**src/sgp_map.svh**
```systemverilog
// Register map, field positions, reset values and timing figures
`ifndef SGP_MAP_SVH
`define SGP_MAP_SVH

// Register offsets
`define SGP_OFS_LEN_BUF        8'h04
`define SGP_OFS_STORM_HOST     8'h06
`define SGP_OFS_PRIO_MAP       8'h0C

// Frame length and buffer control fields
`define SGP_BIT_HUGE           2
`define SGP_BIT_LEGAL          1
`define SGP_BIT_RESERVE        0
`define SGP_LEN_BUF_RESET      16'h0000
`define SGP_LEN_BUF_WMASK      16'h0007

// Storm rate and host port control fields
`define SGP_RATE_HI_MSB        15
`define SGP_RATE_HI_LSB        8
`define SGP_BIT_HALF_DUPLEX    6
`define SGP_BIT_FLOW_CTRL      5
`define SGP_BIT_SPEED10        4
`define SGP_BIT_NULL_VID       3
`define SGP_RATE_LO_MSB        2
`define SGP_RATE_LO_LSB        0
`define SGP_STORM_HOST_RESET   16'h6320
`define SGP_STORM_HOST_WMASK   16'hFF7F

// Tag priority map
`define SGP_PRIO_MAP_RESET     16'hFA50

// Frame length limits in bytes
`define SGP_LEN_HUGE           11'h77C
`define SGP_LEN_TAGGED         11'h5F2
`define SGP_LEN_UNTAGGED       11'h5EE
`define SGP_LEN_DEFAULT        11'h600

// Buffers pre-allocated per port
`define SGP_BUFS_PER_PORT      6'h30

// Null identifier value
`define SGP_VID_NULL           12'h000

// Storm window, in ms, and the core clock rate in MHz
`define SGP_WIN_FAST_MS        67
`define SGP_WIN_SLOW_MS        670
`define SGP_CLK_MHZ            40
`define SGP_KHZ_PER_MHZ        1000

// Ingress ports watched by the storm limiter
`define SGP_NPORT              3

`endif

```
**src/sgp_pkg.sv**
```systemverilog
// Types shared by the switch global policy register bank
package sgp_pkg;
  typedef logic [7:0]  sgp_addr_t;
  typedef logic [15:0] sgp_word_t;
  typedef logic [10:0] sgp_len_t;
  typedef logic [10:0] sgp_rate_t;
  typedef logic [2:0]  sgp_tag_t;
  typedef logic [1:0]  sgp_prio_t;
  typedef logic [11:0] sgp_vid_t;
  typedef logic [24:0] sgp_win_t;
  typedef logic [5:0]  sgp_bufs_t;
endpackage : sgp_pkg

```
**src/sgp_policy_regs.sv**
```systemverilog
// Global frame policy registers and the per-frame policy decisions they drive
//
// Notes on behaviour
// Huge-frame bit set: accept frames up to 1916 bytes, legal check ignored.
// Huge clear, legal check set: drop tagged over 1522, untagged over 1518.
// Both clear: accept frames up to and including 1536 bytes.
// 48 buffers per port; reserve plus multiple queues keeps them for q3-q1.
// Eleven-bit storm rate caps 64-byte blocks per 67ms or 670ms window.
// Host-port half-duplex bit selects half duplex, clear gives full duplex.
// Host-port flow control bit, set after reset, enables pause flow control.
// Host-port speed bit: set is 10 Mb/s, clear is 100 Mb/s, clear after reset.
// Null-identifier bit set: replace a null identifier with the port default.
// Eight 2-bit map fields, tag 7 at bits 15-14 down to tag 0 at 1-0.
// Map resets to 11,11,10,10,01,01,00,00 for tags 7 down to 0.
// Writes affect frames whose ingress check starts after the write.
//
// Design decision made here: strobed register access.
`timescale 1ns/1ps
`include "sgp_map.svh"

module sgp_policy_regs #(
  parameter sgp_pkg::sgp_win_t WIN_FAST_CYC =
    25'(`SGP_WIN_FAST_MS * `SGP_KHZ_PER_MHZ * `SGP_CLK_MHZ),
  parameter sgp_pkg::sgp_win_t WIN_SLOW_CYC =
    25'(`SGP_WIN_SLOW_MS * `SGP_KHZ_PER_MHZ * `SGP_CLK_MHZ)
) (
  // Clock and reset
  input  wire logic                         core_clk,
  input  wire logic                         rst,
  // Register port
  input  wire sgp_pkg::sgp_addr_t           regAddr,
  input  wire sgp_pkg::sgp_word_t           regWdata,
  input  wire logic                         regWr,
  input  wire logic                         regRd,
  output sgp_pkg::sgp_word_t                regRdata,
  // Ingress frame check request
  input  wire logic                         frmValid,
  input  wire sgp_pkg::sgp_len_t            frmLen,
  input  wire logic                         frmTagged,
  input  wire sgp_pkg::sgp_tag_t            frmTagPrio,
  input  wire sgp_pkg::sgp_vid_t            frmVid,
  input  wire sgp_pkg::sgp_vid_t            portVid,
  // Ingress frame check answer
  output logic                              resValid,
  output logic                              resAccept,
  output sgp_pkg::sgp_prio_t                resPrio,
  output sgp_pkg::sgp_vid_t                 resVid,
  // Queue manager
  input  wire logic                         multiQueueOn,
  output sgp_pkg::sgp_bufs_t                bufsPerPort,
  output logic                              reserveHighOnly,
  // Broadcast storm limiter, one lane per ingress port
  input  wire logic [`SGP_NPORT-1:0]        stormBlkTick,
  input  wire logic [`SGP_NPORT-1:0]        portSpeed10,
  output logic [`SGP_NPORT-1:0]             stormLimit,
  // Host-side port MAC
  output logic                              hostHalfDuplex,
  output logic                              hostFlowCtrl,
  output logic                              hostSpeed10
);
  import sgp_pkg::*;

  // Register storage
  sgp_word_t lenBufReg;
  sgp_word_t stormHostReg;
  sgp_word_t tagPriorityMap;

  // Address decode
  wire       hitLenBuf    = (regAddr == `SGP_OFS_LEN_BUF);
  wire       hitStormHost = (regAddr == `SGP_OFS_STORM_HOST);
  wire       hitPrioMap   = (regAddr == `SGP_OFS_PRIO_MAP);
  wire       wrLenBuf     = regWr && hitLenBuf;
  wire       wrStormHost  = regWr && hitStormHost;
  wire       wrPrioMap    = regWr && hitPrioMap;

  // Unwritable bits keep their stored value
  wire sgp_word_t next_lenBufReg =
    (regWdata & `SGP_LEN_BUF_WMASK) | (lenBufReg & ~`SGP_LEN_BUF_WMASK);
  wire sgp_word_t next_stormHostReg =
    (regWdata & `SGP_STORM_HOST_WMASK) | (stormHostReg & ~`SGP_STORM_HOST_WMASK);

  // Read data, unmapped offsets read zero
  wire sgp_word_t next_regRdata =
    hitLenBuf    ? lenBufReg      :
    hitStormHost ? stormHostReg   :
    hitPrioMap   ? tagPriorityMap : 16'h0000;

  // Field views
  wire       cfgHuge       = lenBufReg[`SGP_BIT_HUGE];
  wire       cfgLegal      = lenBufReg[`SGP_BIT_LEGAL];
  wire       cfgReserve    = lenBufReg[`SGP_BIT_RESERVE];
  wire       cfgNullVid    = stormHostReg[`SGP_BIT_NULL_VID];
  wire sgp_rate_t cfgRate  = {stormHostReg[`SGP_RATE_LO_MSB:`SGP_RATE_LO_LSB],
                              stormHostReg[`SGP_RATE_HI_MSB:`SGP_RATE_HI_LSB]};

  always_ff @(posedge core_clk)
  begin
    if (rst)
    begin
      lenBufReg      <= `SGP_LEN_BUF_RESET;
      stormHostReg   <= `SGP_STORM_HOST_RESET;
      tagPriorityMap <= `SGP_PRIO_MAP_RESET;
    end
    else
    begin
      if (wrLenBuf)
        lenBufReg <= next_lenBufReg;
      if (wrStormHost)
        stormHostReg <= next_stormHostReg;
      if (wrPrioMap)
        tagPriorityMap <= regWdata;
    end
  end

  always_ff @(posedge core_clk)
  begin
    if (rst)
      regRdata <= 16'h0000;
    else if (regRd)
      regRdata <= next_regRdata;
    else
      regRdata <= 16'h0000;
  end

  // Frame length limit; huge overrides the legal check
  wire sgp_len_t lenLimit =
    cfgHuge   ? `SGP_LEN_HUGE :
    cfgLegal  ? (frmTagged ? `SGP_LEN_TAGGED : `SGP_LEN_UNTAGGED) :
                `SGP_LEN_DEFAULT;
  wire       next_resAccept = (frmLen <= lenLimit);

  // Tag priority lookup, two bits per tag value
  wire sgp_prio_t next_resPrio =
    tagPriorityMap[{frmTagPrio, 1'b0} +: 2];

  // Null identifier replacement
  wire sgp_vid_t next_resVid =
    (cfgNullVid && frmVid == `SGP_VID_NULL) ? portVid : frmVid;

  // Answer uses the settings held at the request edge, so a write in the
  // same cycle only reaches later frames
  always_ff @(posedge core_clk)
  begin
    if (rst)
    begin
      resValid  <= 1'b0;
      resAccept <= 1'b0;
      resPrio   <= 2'h0;
      resVid    <= 12'h000;
    end
    else
    begin
      resValid <= frmValid;
      if (frmValid)
      begin
        resAccept <= next_resAccept;
        resPrio   <= next_resPrio;
        resVid    <= next_resVid;
      end
    end
  end

  // Queue manager and host port settings
  wire       next_reserveHighOnly = cfgReserve && multiQueueOn;

  always_ff @(posedge core_clk)
  begin
    if (rst)
    begin
      bufsPerPort     <= 6'h00;
      reserveHighOnly <= 1'b0;
      hostHalfDuplex  <= 1'b0;
      hostFlowCtrl    <= 1'b0;
      hostSpeed10     <= 1'b0;
    end
    else
    begin
      bufsPerPort     <= `SGP_BUFS_PER_PORT;
      reserveHighOnly <= next_reserveHighOnly;
      hostHalfDuplex  <= stormHostReg[`SGP_BIT_HALF_DUPLEX];
      hostFlowCtrl    <= stormHostReg[`SGP_BIT_FLOW_CTRL];
      hostSpeed10     <= stormHostReg[`SGP_BIT_SPEED10];
    end
  end

  // Storm limiter: counts 64-byte blocks per port within a timed window
  sgp_win_t  winCnt  [`SGP_NPORT];
  sgp_rate_t blkCnt  [`SGP_NPORT];

  genvar p;
  generate
    for (p = 0; p < `SGP_NPORT; p++)
    begin : g_storm
      wire sgp_win_t  winLen   = portSpeed10[p] ? WIN_SLOW_CYC : WIN_FAST_CYC;
      wire            winEnd   = (winCnt[p] >= winLen - 25'h0000001);
      wire            canCount = (blkCnt[p] != 11'h7FF);
      wire sgp_rate_t next_blk =
        winEnd ? 11'h000 : blkCnt[p] + 11'(stormBlkTick[p] && canCount);

      always_ff @(posedge core_clk)
      begin
        if (rst)
        begin
          winCnt[p]     <= 25'h0000000;
          blkCnt[p]     <= 11'h000;
          stormLimit[p] <= 1'b0;
        end
        else
        begin
          winCnt[p]     <= winEnd ? 25'h0000000 : winCnt[p] + 25'h0000001;
          blkCnt[p]     <= next_blk;
          stormLimit[p] <= (next_blk >= cfgRate);
        end
      end
    end
  endgenerate
endmodule : sgp_policy_regs

```
**config.mk**
```make
export PLATFORM = sky130hd
export DESIGN_NAME = sgp_policy_regs
export DESIGN_NICKNAME = d
export VERILOG_FILES = /design/src/sgp_pkg.sv /design/src/sgp_policy_regs.sv
export VERILOG_INCLUDE_DIRS = /design/src
export SDC_FILE = /design/constraint.sdc
export NUM_CORES = 1
export LEC_CHECK = 0
export ABC_AREA = 1
export BUFFER_PORTS_ARGS = -buffer_cell sky130_fd_sc_hd__clkbuf_2
export CAP_MARGIN = 20
export CORE_MARGIN = 5
export CORE_UTILIZATION = 59
export CTS_CLUSTER_SIZE = 8
export DETAILED_ROUTE_END_ITERATION = 16
export PLACE_DENSITY = 0.8
export SYNTH_ARGS = -nofsm -noshare
export SYNTH_HDL_FRONTEND = slang
export SYNTH_SLANG_ARGS = --single-unit
```
**constraint.sdc**
```tcl
create_clock -name core_clk -period 3.2 [get_ports core_clk]
set_input_delay 0.16 -clock core_clk [delete_from_list [all_inputs] [get_ports core_clk]]
set_output_delay 0.16 -clock core_clk [all_outputs]
set_load 0.05 [all_outputs]
```
; ---- Word level (Yosys, flattened, before mapping)
; Memories as Yosys holds them, arrays and structs flattened.
; Cells that the tools add are included.
[totals]
regBits = 93
latch_bits = 0
ram_bits = 108
rom_bits = 0
input_bits = 75
out_inout_bits = 45
elab_cells = 86
memories = 2
[mem_list]
columns = memory, depth, width, read_ports, rd_ports_with_merged_regs, wr, line
row1 = winCnt, 3, 25, 3, 0, 3, sgp_policy_regs.sv:187  ; sgp_win_t winCnt [`SGP_NPORT];
row2 = blkCnt, 3, 11, 3, 0, 3, sgp_policy_regs.sv:188  ; sgp_rate_t blkCnt [`SGP_NPORT];
[classes]
add_sub_neg = 9
mul = 0
div_mod_pow = 0
n_lt_le_gt_ge = 7
eq_ne = 6
shifts = 1
mux = 26
bitwise_logic = 9
reduce_logical = 10
[op_table]
columns = operator, count
row1 = $mux 25, 9
row2 = $add 25x1->25 const B, 3
row3 = $ge 25x25->1, 3
row4 = $sub 25x1->25 const B, 3
row5 = $mux 11, 6
row6 = $mux 16, 3
row7 = $add 11x1->11, 3
row8 = $ge 11x11->1, 3
row9 = $ne 11x11->1 const B, 3
row10 = $mux 10, 2
row11 = $eq 8x3->1 const B, 2
row12 = $or 16x8->16, 1
row13 = $or 3x16->16, 1
row14 = $shiftx 16x5->2, 1
row15 = $logic_not 12->1, 1
row16 = $mux 12, 1
row17 = $le 11x11->1, 1
row18 = $eq 8x4->1 const B, 1
row19 = $logic_and 1x1->1, 8
row20 = $mux 6, 1
row21 = $or 1x1->1, 6
row22 = $mux 5, 1
row23 = $mux 1, 3
row24 = $reduce_or 2->1, 1
row25 = $not 1->1, 1

; ---- Logic depth before layout (Yosys ltp)
; An unclocked memory read counts as a cell.
[depth]
ltp_word = 6
depth_mapped = 18
ltp_nobuf = 18

; ---- Worst setup path after synthesis
; OpenSTA, ideal clock, no wires.
[synth_timing]
kind = flip-flop to flip-flop
from = memory blkCnt[1][4] in the netlist's numbering
to = register stormLimit[1]
setup_time_ps = 128
t_arrival_ps = 2502
required_ps = 3072
path_slack_ps = 570
path_stages_with_launch = 16
path_buffers = 0
period_less_slack_ps = 2630
cell_sequence = dfxtp_1 -> nand2_1 -> o41ai_1 -> inv_1 -> ha_1 -> ha_1 -> nand3_1 -> nor3_1 -> xnor2_1 -> nor3_1 -> ha_1 -> a21oi_1 -> o21a_1 -> nand3_1 -> nor2_1 -> nor2_1
[synth_rtl]
columns = element, line
row1 = "start, declared", sgp_policy_regs.sv:188
row2 = "end signal, assigned by index", sgp_policy_regs.sv:212  ; stormLimit[p] <= (next_blk >= cfgRate);
row3 = "end, declared", sgp_policy_regs.sv:55  ; output logic [`SGP_NPORT-1:0] stormLimit,

==> qor.yml <==
worst_setup_path:
  worstPathMaxFanout: 5
  reg2reg_slack_ps: 290
  startpoint_type: "flip-flop"
  crit_type: "reg -> reg"
  r2r_start: "blkCnt[1][4]"
  reg2regPathDepth: 16
  end_kind: "flip-flop"
  worstSetupEndpoint: "stormLimit[1]"
  reg2reg_to: "stormLimit[1]"
  startpoint: "blkCnt[1][4]"
  worstPathArrival_ps: 3230
  required_ps: 3520
clocking:
  cts_tree: "done"
  cts_num_sinks: 182
  cts_max_level: 4
  clockRootBuffer: "clkbuf_16"
  clk_latency_ps: 440
  clk_path_buf_depth: 2
  numCtsBuffers: 17
  postCtsSetupBuffers: 0
  clkTransAtPathRegs_ps: 70
logic_synthesis:
  synth_seq_cells: 182
  synth_area_per_cell_um2: 6.98
  syn-cell-area_um2: 10300
  yosysMostFrequentCell: "nor2_1"
  yosys-top-cells-count: "nor2_1 (297), nand2_1 (292), dfxtp_1 (182), inv_1 (171), nand3_1 (89)"
  netlist_instances: 1482
  synth_area_leaders: "dfxtp_1 (35%), nor2_1 (11%), nand2_1 (11%)"
  synth-edff-count: 0
  synth_cell_types: 40
  yosys_warnings: 0
  yosysTopAreaCell: "dfxtp_1"
  synth_flop_cell: "dfxtp_1"
  ys_seq_area_share_pct: 35.2
  async_flop_share_pct: 0
  synth_top_area_share_pct: 35.2
sta:
  slew_viol_final: 0
  hold_viol: 0
  fin_crit_sh_pct: 90.9
  setup_slack_ps: 291
  max_freq_mhz: 344
  worst_hold_slack_ps: 18.6
  period_needed_ps: 2910
  maxSlewHeadroom_pct: 29.0
  setup_viol: 0
  worst_pin_slew_ps: 1060
  clock_skew_ps: 7.86
  finalSetupTns_ps: 0
floorplan:
  io_pins: 120
  die_area_um2: 20300
  fp.coreArea_um2: 17200
  initial_utilization_pct: 60.0
  fp.dieH_um: 142
  dieWidth_um: 142
  num_rows: 48
routing:
  ant_nets: 0
  wl_um: 24700
  avgViaCountPerCell: 5.33
  dr.pass1.iters: 9
  vias: 9894
  wl_per_cell_um: 13.3
  drtIter0Drc: 648
  route.detailed.drc: 0
place:
  dp_slack_ps: 318
  gp_congestion: 0.918
  placed_area_um2: 11000
  hpwl_um: 17900
  dp_cells: 1794
  portBuffers: 115
power:
  p_total_mw: 4.85
  p_leak_nw: 5.26
  peakVddDrop_uv: 401
  p_per_area_nw_per_um2: 406
global_routing:
  grt_pass1_vias: 9370
  grt_max_degree: 36
  grt_antenna_before_repair: 0
  grt_overflow: 0
  grt_pass1_wl_um: 42300
  grt_use_total_pct: 25.1
finish:
  fin_util_pct: 69.2
  drive_gt1_share_pct: 11.2
  fin_cells: 1856
  nets: 1771
  fin_area_um2: 11900
  antenna_cells: 0
  syn2layout_area_growth_pct: 15.3
status:
  status: "completed"
min_path:
  hold_class: "in -> reg"
  min_from: "regWdata[2]"
flow_run:
  cap_violations: 0
[registers in the layout (all words and copies together) (netlist names)]
register and flops:
blkCnt 33, bufsPerPort 1, hostFlowCtrl 1, hostHalfDuplex 1
hostSpeed10 1, lenBufReg 3, regRdata 16, resAccept 1
resPrio 2, resValid 1, resVid 12, reserveHighOnly 1
stormHostReg 15, stormLimit 3, tagPriorityMap 16, winCnt 75
[power by group]
| part | total (mW) | internal [mW] | switching (mW) |
|---|---|---|---|
| Combinational | 0.397 | 0.144 | 0.252 |
| Clock | 2.13 | 1.14 | 0.986 |
| Sequential | 2.32 | 2.30 | 0.0239 |
| Total | 4.85 | 3.59 | 1.26 |
[layout make-up]
type | instances | area (um2)
inverters | 174 | 653
repair buffers | 151 | 916
multi-input cells | 1092 | 5850
clock buffers | 19 | 453
flip-flops and latches | 182 | 3640
fillers | 1468 | 5310
well taps | 225 | 282
clock inverters | 13 | 136
[worst max-delay path: stages (launching register included)]
cell and delay, ps:
dfxtp_1 390, nand2_1 150, o41ai_2 360, inv_1 80, ha_1 200, ha_1 220
nand3_1 160, nor2_1 70, xnor2_1 150, nor3_1 220, ha_1 290, a21oi_1 150
o21ai_0 100, nand2_1 70, nand3_1 60, nor2_1 100, nor2_1 40
[worst min path at each step]
stage | end | slack (ps) | cells after the start
after floorplan | reserveHighOnly | 280 | 2
after global placement | reserveHighOnly | 370 | 3
after detailed placement | reserveHighOnly | 380 | 3
after CTS | stormHostReg[2] | 0.5 | 3
after global routing | tagPriorityMap[1] | 20 | 3
final | stormHostReg[2] | 20 | 3
[metal layers]
metal / global-route usage [%] / wire length (um)
met1: 32.1 / 10900
met2: 42.9 / 11800
met3: 4.91 / 1540
met4: 7.65 / 422
met5: 0 / 0
[cells by family after synthesis]
family / Yosys count / synth area share (%)
DFF: 182 / 35.2
other: 1 / 0.0362
xor gates and xnor gates: 72 / 6.10
AOI/OAI and AO/OA: 142 / 7.51
adders and majority gates: 78 / 9.43
buffers and inverters: 211 / 8.54
and+or+nand+nor: 796 / 33.2
[what timing repair did]
action                     4_1_cts  5_1_grt
hold endpoints to repair        35        0
hold buffers                    29        0
setup endpoints to repair        0        2
resized for setup                0        4
[cells in the final DEF, fill, tap and decap left out, drive strengths merged]
cell type    count
nor3            41
clkinvlp         2
clkbuf         135
inv            182
xor2            50
nor4b            1
o21a             3
dlygate4sd3     29
and2             2
conb             4
nor4             5
nor3b            4
nand3b           8
nand3           96
ha              78
buf              6
o21ai           51
a21oi           65
o21bai           2
nand2          294
o41ai            3
or2              2
a31oi            5
clkinv           2
nand4           37
dfxtp          182
xnor2           22
bufinv           1
o211ai          12
nor2           306
a211oi           1
Power figures use the tool's default switching activity.
